[config.mk]
export PLATFORM = sky130hd
export DESIGN_NAME = sperr_top
export DESIGN_NICKNAME = d
export VERILOG_FILES = /design/src/rtl/sperr_pkg.sv /design/src/rtl/sperr_rpt_if.sv /design/src/rtl/sperr_top.sv /design/src/rtl/sperr_sat_cnt.sv /design/src/rtl/sperr_msg_arb.sv
export SDC_FILE = /design/constraint.sdc
export NUM_CORES = 1
export LEC_CHECK = 0
export BUFFER_PORTS_ARGS = -buffer_cell sky130_fd_sc_hd__buf_2
export CAP_MARGIN = 20
export CORE_MARGIN = 5
export CORE_UTILIZATION = 54
export CTS_CLUSTER_SIZE = 24
export DETAILED_ROUTE_END_ITERATION = 10
export PLACE_DENSITY = 0.81
export SYNTH_ARGS = -nofsm -noshare
export SYNTH_HDL_FRONTEND = slang
export SYNTH_SLANG_ARGS = --single-unit
[constraint.sdc]
create_clock -name core_clk -period 4 [get_ports core_clk]
set_clock_uncertainty 0.15 [all_clocks]
set_input_delay 0.6 -clock core_clk [delete_from_list [all_inputs] [get_ports core_clk]]
set_output_delay 0.6 -clock core_clk [all_outputs]
set_load 0.01 [all_outputs]
[src/rtl/sperr_pkg.sv]
package sperr_pkg;

    // ------------------------------
    // register byte offsets
    // ------------------------------
    localparam logic [11:0] SPERR_PARITY_CTL_OFS  = 12'h04d4; // check off
    localparam logic [11:0] SPERR_ERR_STS_OFS     = 12'h04d8; // w1c flag
    localparam logic [11:0] SPERR_ERR_RPT_OFS     = 12'h04dc; // report ctl
    localparam logic [11:0] SPERR_ERR_CNT_OFS     = 12'h04e0; // rc counter
    localparam logic [11:0] SPERR_TO_CTL_OFS      = 12'h04e4; // discard en
    localparam logic [11:0] SPERR_TO_RPT_OFS      = 12'h04e8; // to report
    localparam logic [11:0] SPERR_TO_STS_OFS      = 12'h04f0; // w1c status
    localparam logic [11:0] SPERR_IRQ_STS_OFS     = 12'h04f4; // w1c events
    localparam logic [11:0] SPERR_IRQ_MASK_OFS    = 12'h04f8; // irq mask

    // ------------------------------
    // field positions
    // ------------------------------
    localparam int SPERR_CHK_DIS_BIT   = 0;  // parity check disable
    localparam int SPERR_FLAG_BIT      = 0;  // parity error flag
    localparam int SPERR_RPT_LSB       = 0;  // parity report field lsb
    localparam int SPERR_IRQ_EN_BIT    = 2;  // parity irq enable
    localparam int SPERR_TO_EN_BIT     = 0;  // queue timeout enable
    localparam int SPERR_PTO_LSB       = 0;  // posted report field
    localparam int SPERR_NPTO_LSB      = 2;  // non-posted report field
    localparam int SPERR_CTO_LSB       = 4;  // completion report field
    localparam int SPERR_CNT_W         = 8;  // parity counter width
    localparam int SPERR_NSRC          = 4;  // report sources

    // ------------------------------
    // reset values
    // ------------------------------
    localparam logic [31:0] SPERR_ERR_RPT_RST  = 32'h0000_0002;
    localparam logic [31:0] SPERR_TO_CTL_RST   = 32'h0000_0001;
    localparam logic [31:0] SPERR_TO_RPT_RST   = 32'h0000_0002;
    localparam logic [31:0] SPERR_IRQ_MASK_RST = 32'h0000_0001;
    localparam logic [7:0]  SPERR_CNT_MAX      = 8'hff;

    // ------------------------------
    // report severity encoding
    // ------------------------------
    typedef enum logic [1:0] {
        SPERR_SEV_NONE     = 2'h0,
        SPERR_SEV_COR      = 2'h1,
        SPERR_SEV_NONFATAL = 2'h2,
        SPERR_SEV_FATAL    = 2'h3
    } sperr_sev_t;

endpackage : sperr_pkg

[src/rtl/sperr_rpt_if.sv]
`timescale 1ns/1ps
// raise pulses and their severities toward the message arbiter
interface sperr_rpt_if;
    import sperr_pkg::*;
    logic [SPERR_NSRC-1:0]   raise;  // one-cycle new-report pulses
    logic [2*SPERR_NSRC-1:0] sev;    // severity per source, 2 bits each
    modport src (output raise, output sev);
    modport arb (input raise, input sev);
endinterface : sperr_rpt_if

[src/rtl/sperr_top.sv]
`timescale 1ns/1ps

// Operation
// parity flag sets on error, write-one clears
// two-bit field picks parity message severity
// parity report only on flag rising edge
// parity irq when enabled and upstream allows
// eight-bit parity counter saturates at 0xFF
// counter read returns value then clears
// enabled timeout discards over-age queued packets
// posted timeout report field, reset nonfatal
// non-posted timeout report field, reset none
// completion timeout report field, reset none
// check disable suppresses all parity errors
// timeout discard sets matching status bit
module sperr_top
    import sperr_pkg::*;
(
    input  wire logic        core_clk,
    input  wire logic        resetn,
    input  wire logic        ce,
    // apb slave
    input  wire logic        psel,
    input  wire logic        penable,
    input  wire logic        pwrite,
    input  wire logic [11:0] paddr,
    input  wire logic [31:0] pwdata,
    output logic      [31:0] prdata,
    output logic             pready,
    output logic             pslverr,
    // error sources
    input  wire logic        parity_err_in,
    input  wire logic [2:0]  queue_overage,
    output logic      [2:0]  queue_discard,
    // upstream reporting
    input  wire logic        upstream_irq_enable,
    output logic             irq,
    output logic             msg_valid,
    output logic      [1:0]  msg_sev,
    output logic      [1:0]  msg_src,
    input  wire logic        msg_ready
);

    // ------------------------------
    // registers
    // ------------------------------
    logic        parity_check_disable;       // check off
    logic        parity_err_flag;            // sticky flag
    logic [1:0]  parity_err_report;          // severity field
    logic        parity_err_irq_enable;      // irq enable
    logic        queue_timeout_enable;       // discard enable
    logic [1:0]  posted_timeout_report;      // posted severity
    logic [1:0]  nonposted_timeout_report;   // non-posted severity
    logic [1:0]  completion_timeout_report;  // completion severity
    logic [2:0]  timeout_status_reg;         // sticky timeout bits
    logic [3:0]  irq_status;                 // sticky irq events
    logic [3:0]  irq_mask;                   // irq gate
    logic [7:0]  parity_err_counter;         // saturating count
    logic [7:0]  cnt_snap;                   // value returned by read

    // ------------------------------
    // bus decode
    // ------------------------------
    logic        setup;      // first cycle of a transfer
    logic        acc;        // completing access cycle
    logic        wr;         // write takes effect
    logic        rd;         // read completes
    logic [31:0] rdata_mux;  // read data before register
    logic        hit;        // address is mapped

    assign setup  = psel && !penable;
    assign acc    = psel && penable;
    assign pready = penable;            // zero wait in access phase
    assign wr     = acc && pwrite;
    assign rd     = acc && !pwrite;

    // address match helper
    function automatic logic is_reg(input logic [11:0] a,
                                    input logic [11:0] ofs);
        return a == ofs;
    endfunction : is_reg

    // one write strobe per register
    function automatic logic wr_to(input logic [11:0] ofs);
        return wr && is_reg(paddr, ofs);
    endfunction : wr_to

    // ------------------------------
    // error detection
    // ------------------------------
    logic       parity_hit;   // qualified parity error
    logic       flag_rise;    // flag goes 0 to 1
    logic [2:0] to_rise;      // timeout bits go 0 to 1

    assign parity_hit    = parity_err_in && !parity_check_disable;
    assign flag_rise     = parity_hit && !parity_err_flag;
    assign queue_discard = queue_overage & {3{queue_timeout_enable}};
    assign to_rise       = queue_discard & ~timeout_status_reg;

    // ------------------------------
    // control registers
    // ------------------------------

    // parity check disable
    always_ff @(posedge core_clk or negedge resetn) begin
        if (!resetn) begin
            parity_check_disable <= 1'b0;
        end else if (ce && wr_to(SPERR_PARITY_CTL_OFS)) begin
            parity_check_disable <= pwdata[SPERR_CHK_DIS_BIT];
        end
    end

    // parity reporting control
    always_ff @(posedge core_clk or negedge resetn) begin
        if (!resetn) begin
            parity_err_report     <= SPERR_ERR_RPT_RST[1:0];
            parity_err_irq_enable <= SPERR_ERR_RPT_RST[SPERR_IRQ_EN_BIT];
        end else if (ce && wr_to(SPERR_ERR_RPT_OFS)) begin
            parity_err_report     <= pwdata[SPERR_RPT_LSB +: 2];
            parity_err_irq_enable <= pwdata[SPERR_IRQ_EN_BIT];
        end
    end

    // queue timeout enable
    always_ff @(posedge core_clk or negedge resetn) begin
        if (!resetn) begin
            queue_timeout_enable <= SPERR_TO_CTL_RST[SPERR_TO_EN_BIT];
        end else if (ce && wr_to(SPERR_TO_CTL_OFS)) begin
            queue_timeout_enable <= pwdata[SPERR_TO_EN_BIT];
        end
    end

    // timeout reporting fields
    always_ff @(posedge core_clk or negedge resetn) begin
        if (!resetn) begin
            posted_timeout_report     <= SPERR_TO_RPT_RST[SPERR_PTO_LSB +: 2];
            nonposted_timeout_report  <= SPERR_TO_RPT_RST[SPERR_NPTO_LSB +: 2];
            completion_timeout_report <= SPERR_TO_RPT_RST[SPERR_CTO_LSB +: 2];
        end else if (ce && wr_to(SPERR_TO_RPT_OFS)) begin
            posted_timeout_report     <= pwdata[SPERR_PTO_LSB +: 2];
            nonposted_timeout_report  <= pwdata[SPERR_NPTO_LSB +: 2];
            completion_timeout_report <= pwdata[SPERR_CTO_LSB +: 2];
        end
    end

    // interrupt mask
    always_ff @(posedge core_clk or negedge resetn) begin
        if (!resetn) begin
            irq_mask <= SPERR_IRQ_MASK_RST[3:0];
        end else if (ce && wr_to(SPERR_IRQ_MASK_OFS)) begin
            irq_mask <= pwdata[3:0];
        end
    end

    // ------------------------------
    // sticky status
    // ------------------------------

    // parity flag, set wins over write-one clear
    always_ff @(posedge core_clk or negedge resetn) begin
        if (!resetn) begin
            parity_err_flag <= 1'b0;
        end else if (ce) begin
            if (parity_hit) begin
                parity_err_flag <= 1'b1;
            end else if (wr_to(SPERR_ERR_STS_OFS) &&
                         pwdata[SPERR_FLAG_BIT]) begin
                parity_err_flag <= 1'b0;
            end
        end
    end

    // timeout status, set wins over clear
    always_ff @(posedge core_clk or negedge resetn) begin
        if (!resetn) begin
            timeout_status_reg <= 3'h0;
        end else if (ce) begin
            if (wr_to(SPERR_TO_STS_OFS)) begin
                timeout_status_reg <= (timeout_status_reg & ~pwdata[2:0])
                                      | queue_discard;
            end else begin
                timeout_status_reg <= timeout_status_reg | queue_discard;
            end
        end
    end

    // irq events: parity when enabled, timeouts always
    logic [3:0] irq_set;
    assign irq_set = {queue_discard,
                      parity_hit && parity_err_irq_enable};

    always_ff @(posedge core_clk or negedge resetn) begin
        if (!resetn) begin
            irq_status <= 4'h0;
        end else if (ce) begin
            if (wr_to(SPERR_IRQ_STS_OFS)) begin
                irq_status <= (irq_status & ~pwdata[3:0]) | irq_set;
            end else begin
                irq_status <= irq_status | irq_set;
            end
        end
    end

    // level interrupt, gated by upstream enable
    assign irq = |(irq_status & irq_mask) && upstream_irq_enable;

    // ------------------------------
    // parity counter
    // ------------------------------
    logic cnt_clr;  // read of the counter completes
    assign cnt_clr = rd && is_reg(paddr, SPERR_ERR_CNT_OFS);

    sperr_sat_cnt #(
        .W        (SPERR_CNT_W)
    ) u_cnt (
        .core_clk (core_clk),
        .resetn   (resetn),
        .ce       (ce),
        .inc      (parity_hit),
        .clr      (cnt_clr),
        .snap     (cnt_snap),
        .count    (parity_err_counter)
    );

    // ------------------------------
    // report generation
    // ------------------------------
    sperr_rpt_if rpt ();

    // source 0 parity, 1 posted, 2 non-posted, 3 completion
    assign rpt.raise = {to_rise, flag_rise};
    assign rpt.sev   = {completion_timeout_report,
                        nonposted_timeout_report,
                        posted_timeout_report,
                        parity_err_report};

    sperr_msg_arb u_arb (
        .core_clk  (core_clk),
        .resetn    (resetn),
        .ce        (ce),
        .rpt       (rpt),
        .msg_valid (msg_valid),
        .msg_sev   (msg_sev),
        .msg_src   (msg_src),
        .msg_ready (msg_ready)
    );

    // ------------------------------
    // read path
    // ------------------------------

    // read mux, reserved bits zero
    always_comb begin
        rdata_mux = 32'h0000_0000;
        hit       = 1'b1;
        case (paddr)
            SPERR_PARITY_CTL_OFS: rdata_mux[0] = parity_check_disable;
            SPERR_ERR_STS_OFS:    rdata_mux[0] = parity_err_flag;
            SPERR_ERR_RPT_OFS:    rdata_mux[2:0] = {parity_err_irq_enable,
                                                    parity_err_report};
            SPERR_ERR_CNT_OFS:    rdata_mux[7:0] = parity_err_counter;
            SPERR_TO_CTL_OFS:     rdata_mux[0] = queue_timeout_enable;
            SPERR_TO_RPT_OFS:     rdata_mux[5:0] = {completion_timeout_report,
                                                    nonposted_timeout_report,
                                                    posted_timeout_report};
            SPERR_TO_STS_OFS:     rdata_mux[2:0] = timeout_status_reg;
            SPERR_IRQ_STS_OFS:    rdata_mux[3:0] = irq_status;
            SPERR_IRQ_MASK_OFS:   rdata_mux[3:0] = irq_mask;
            default:              hit = 1'b0;
        endcase
    end

    // read data and error captured in setup cycle
    always_ff @(posedge core_clk or negedge resetn) begin
        if (!resetn) begin
            prdata   <= 32'h0000_0000;
            pslverr  <= 1'b0;
            cnt_snap <= 8'h00;
        end else if (ce && setup) begin
            prdata   <= pwrite ? 32'h0000_0000 : rdata_mux;
            pslverr  <= !hit;
            cnt_snap <= parity_err_counter;
        end
    end

endmodule : sperr_top

[src/rtl/sperr_sat_cnt.sv]
`timescale 1ns/1ps
// saturating event counter with clear-on-read that keeps late events
module sperr_sat_cnt
    import sperr_pkg::*;
#(
    parameter int W = SPERR_CNT_W
) (
    input  wire logic         core_clk,
    input  wire logic         resetn,
    input  wire logic         ce,
    input  wire logic         inc,
    input  wire logic         clr,
    input  wire logic [W-1:0] snap,
    output logic      [W-1:0] count
);
    // refuse widths the counter cannot serve
    if (W < 1 || W > 32) begin : g_bad_w
        $error("sperr_sat_cnt: bad width");
    end

    logic [W-1:0] next_count;  // value after this edge
    logic [W-1:0] base;        // value left after a clear

    // clear removes only what the read returned
    always_comb begin
        base = clr ? count - snap : count;
        if (inc && base != {W{1'b1}}) begin
            next_count = base + 1'b1;
        end else begin
            next_count = base;
        end
    end

    // counter register
    always_ff @(posedge core_clk or negedge resetn) begin
        if (!resetn) begin
            count <= '0;
        end else if (ce) begin
            count <= next_count;
        end
    end
endmodule : sperr_sat_cnt

[src/rtl/sperr_msg_arb.sv]
`timescale 1ns/1ps
// holds pending reports and sends them one at a time upstream
module sperr_msg_arb
    import sperr_pkg::*;
(
    input  wire logic       core_clk,
    input  wire logic       resetn,
    input  wire logic       ce,
    sperr_rpt_if.arb        rpt,
    output logic            msg_valid,
    output logic [1:0]      msg_sev,
    output logic [1:0]      msg_src,
    input  wire logic       msg_ready
);
    logic [SPERR_NSRC-1:0]   pend;       // reports waiting
    logic [2*SPERR_NSRC-1:0] pend_sev;   // their severities
    logic [SPERR_NSRC-1:0]   set_req;    // new, non-silent reports
    logic                    load;       // output slot free
    logic                    pick_ok;    // something to load
    logic [1:0]              pick;       // lowest pending index
    logic [SPERR_NSRC-1:0]   next_pend;

    // new report only when its severity is not none
    always_comb begin
        for (int i = 0; i < SPERR_NSRC; i++) begin
            set_req[i] = rpt.raise[i] && (rpt.sev[2*i +: 2] != SPERR_SEV_NONE);
        end
    end

    // lowest-index pending source wins
    always_comb begin
        pick    = 2'h0;
        pick_ok = 1'b0;
        for (int i = SPERR_NSRC - 1; i >= 0; i--) begin
            if (pend[i]) begin
                pick    = 2'(i);
                pick_ok = 1'b1;
            end
        end
        load = !msg_valid || msg_ready;
        next_pend = pend;
        if (load && pick_ok) begin
            next_pend[pick] = 1'b0;
        end
        next_pend = next_pend | set_req;   // set wins over grant
    end

    // pending bits and captured severities
    always_ff @(posedge core_clk or negedge resetn) begin
        if (!resetn) begin
            pend     <= '0;
            pend_sev <= '0;
        end else if (ce) begin
            pend <= next_pend;
            for (int i = 0; i < SPERR_NSRC; i++) begin
                if (set_req[i]) begin
                    pend_sev[2*i +: 2] <= rpt.sev[2*i +: 2];
                end
            end
        end
    end

    // message holding register, held until accepted
    always_ff @(posedge core_clk or negedge resetn) begin
        if (!resetn) begin
            msg_valid <= 1'b0;
            msg_sev   <= 2'h0;
            msg_src   <= 2'h0;
        end else if (ce && load) begin
            msg_valid <= pick_ok;
            msg_sev   <= pend_sev[2*pick +: 2];
            msg_src   <= pick;
        end
    end
endmodule : sperr_msg_arb

==> results.yml <==
outcome:
  outcome: "finished clean"
worst_setup_path:
  worstReg2RegEnd: "u_cnt.count[1]"
  r2r_cells: 12
  r2r_start: "u_cnt.count[0]"
  crit_arrival_ps: 3640
  rrSetupSlack_ps: 450
  path_cells: "inv_1 -> ha_1 -> inv_1 -> fa_1 -> a211oi_2 -> nor3b_2 -> or4_1 -> a31oi_1 -> a21o_2 -> and2_4 -> mux2_4 -> mux2_2"
  critPathMaxStageDelay_ps: 440
  critPathCaptureType: "flip-flop"
  critPathBufInv: 2
  crit_slowest_cell: "or4_1"
  criticalPathCategory: "reg -> reg"
  crit_required_ps: 4090
  critical-path-top-delay-family: "compound AO/OA/AOI/OAI gates"
  crit_top_cell: "inv_1"
  cp-start-kind: "flip-flop"
  critPathMaxFanout: 7
synth:
  synth_cell_types: 69
  synth_top_area_share: 0.378
  avgSynthCellArea_um2: 9.52
  syn-cell-area_um2: 4040
  ys_warn_count: 0
  ys_ff_latch: 65
  async_reset_ff_frac: 1.00
  synth_top_area_cell: "dfrtp_1"
  yosysSeqAreaShare: 0.404
  synth_edf_count: 0
  synthTopCellsByArea: "dfrtp_1 (38%), mux2_2 (6.7%), nand2_1 (6.6%)"
  synthCells: 424
  synth_ff_type: "dfrtp_1"
clock_network:
  post_cts_buffers: 0
  tritoncts: "yes"
  clkSinkCount: 65
  hold_buffers: 0
  cts_root_buf: "clkbuf_8"
  cts_max_path_buffers: 2
  cts_made_buffers: 9
  clkTransAtPathRegs_ps: 80
  clk_latency_ps: 350
  cts-resized-gates: 0
  h-tree-depth: 3
timing:
  fin_crit_sh: 0.888
  worst_pin_slew_ps: 960
  rsz0062_at_grt: "no"
  timing.final.crit_period_ps: 3550
  relSlewSlack: 0.353
  fin_tns_setup_ps: 0
  hold_violations: 0
  fmax_mhz: 281
  fin_ws_ps: 447
  setup_viol: 0
  slew_violations: 0
global_routing:
  grt_remaining_overflow: 0
  grt_max_degree: 32
  grt_usage: 0.223
  grt_pass1_wl_mm: 16.0
  antenna_found_initial: 0
  grt_pass1_vias: 3340
layout:
  regArea_um2: 1630
  synthToLayoutAreaGrowth_pct: 11.2
  nets: 538
  drive_gt1_frac: 0.247
  fillerInstances: 613
  multi_input_area_um2: 2200
  diodes: 0
drt:
  ant_nets: 0
  viasPerCell: 5.87
  remaining_drc_errors: 0
  vias: 3379
  first_iter_violations: 191
  wirelength_mm: 9.59
  avgRoutedWirePerCell_um: 16.6
  dr.pass1.iters: 6
die:
  pin_count: 99
  initial_core_util: 0.556
  chipWidth_um: 96.4
  dieArea_um2: 9300
  fp.dieH_um: 96.4
  core_area_um2: 7250
  rows: 31
pwr:
  p_per_area_nw_per_um2: 476
  p_leak_uw: 0.00209
  irDropWorstVdd_mv: 0.259
hold_path:
  hp-class: "in -> async"
placement:
  dpl.hpwl_mm: 7.31
  port_buffers: 48
  place_ws_ps: 494
  finalWeightedCongestion: 0.867
job:
  maxCapViolations: 0
==> metrics by stage <==
step	utilization	hold slack (ps)	instances	cell area (um2)	total power, uW
2_1_floorplan	-	154	447	4120	1370
3_3_place_gp	0.590	305	560	4280	1500
3_5_place_dp	0.590	316	560	4280	1540
4_1_cts	0.619	136	576	4490	2140
5_1_grt	0.619	162	576	4490	2270
6_report	0.619	113	576	4490	2140
==> how the worst max path moves through the flow <==
stage / start / cells after the start / slack [ps] / endpoint
floorplan: paddr[1] / 11 / 610 / u_cnt.count[1]
global placement: u_cnt.count[0] / 12 / 570 / u_cnt.count[1]
detailed placement: paddr[1] / 13 / 490 / u_cnt.count[5]
CTS: u_cnt.count[0] / 12 / 470 / u_cnt.count[1]
global route: u_cnt.count[0] / 12 / 260 / u_cnt.count[1]
finish: u_cnt.count[0] / 12 / 450 / u_cnt.count[1]
==> power breakdown <==
part | switching [uW] | internal, uW
clock network | 296 | 300
logic | 442 | 308
registers | 78.8 | 712
==> cell usage in the layout (no fill, tap or decap), types with 3 or more instances in the layout <==
| master | instances |
|---|---|
| and3b_1 | 3 |
| mux2i_1 | 6 |
| buf_4 | 4 |
| and2_1 | 5 |
| inv_6 | 3 |
| ha_1 | 9 |
| inv_1 | 14 |
| nor2_1 | 28 |
| or3_1 | 3 |
| buf_2 | 48 |
| nor3_1 | 11 |
| a21o_1 | 5 |
| nand2b_1 | 5 |
| clkbuf_8 | 9 |
| dfrtp_1 | 61 |
| mux2_2 | 24 |
| nand2_1 | 71 |
| conb_1 | 24 |
| o21ai_0 | 20 |
| o31ai_1 | 4 |
| dfstp_2 | 4 |
| a22o_1 | 7 |
| nand3_1 | 10 |
| o211ai_1 | 4 |
| a22oi_1 | 13 |
| xnor2_1 | 5 |
| nand3b_1 | 4 |
| a21oi_1 | 12 |
==> cell usage after synthesis (2+ instances only) <==
| cell | number |
|---|---|
| or3_1 | 3 |
| and4bb_2 | 2 |
| a32oi_1 | 2 |
| and2_1 | 5 |
| dfrtp_1 | 61 |
| nand3b_1 | 4 |
| o21ai_0 | 20 |
| a21oi_1 | 12 |
| nor4bb_1 | 2 |
| and3_1 | 2 |
| nor3b_2 | 2 |
| o41ai_1 | 2 |
| a22o_1 | 7 |
| o31ai_1 | 4 |
| mux2i_1 | 6 |
| a211oi_2 | 2 |
| o211ai_1 | 4 |
| a31oi_1 | 2 |
| nand2_1 | 71 |
| inv_1 | 14 |
| buf_4 | 25 |
| nand3_1 | 10 |
| mux2_2 | 24 |
| o22ai_1 | 2 |
| nand2b_1 | 5 |
| ha_1 | 9 |
| a22oi_1 | 13 |
| and3b_1 | 3 |
| nor2_1 | 28 |
| a21boi_0 | 2 |
| or2_2 | 2 |
| a21o_1 | 5 |
| clkbuf_1 | 13 |
| xnor2_1 | 5 |
| dfstp_2 | 4 |
| a32o_1 | 2 |
| a41oi_1 | 2 |
| nor4b_1 | 2 |
| nor3_1 | 11 |
==> cells by family (layout without fill, tap and decap cells) <==
logic type,after synthesis,after routing,synth area share
AO/OA/AOI/OAI,95,95,0.178
XOR/XNOR,6,6,0.0130
buffers and inverters,52,82,0.0716
AND/OR/NAND/NOR,163,163,0.211
other,1,24,0.000929
flip-flops,65,65,0.404
adder cells (fa/ha/maj),10,10,0.0329
multiplexers,32,32,0.0884
==> area by class of cell <==
cell class                      instances  area share
Multi-Input combinational cell        330       0.491
Sequential cell                        65       0.364
Timing Repair Buffer                   52      0.0602
Clock buffer                            9      0.0276
Tap cell                               99      0.0276
Clock inverter                          7      0.0187
Inverter                               14      0.0117
==> per-layer routing <==
metal,vias to the layer above,GRT usage,routed length [um]
met5,-,0,0
met4,0,0.0935,254
met3,27,0.0411,559
met2,150,0.382,4840
met1,1623,0.276,3930
li1,1579,-,-
Note: power is estimated with default switching activity, not from simulation.
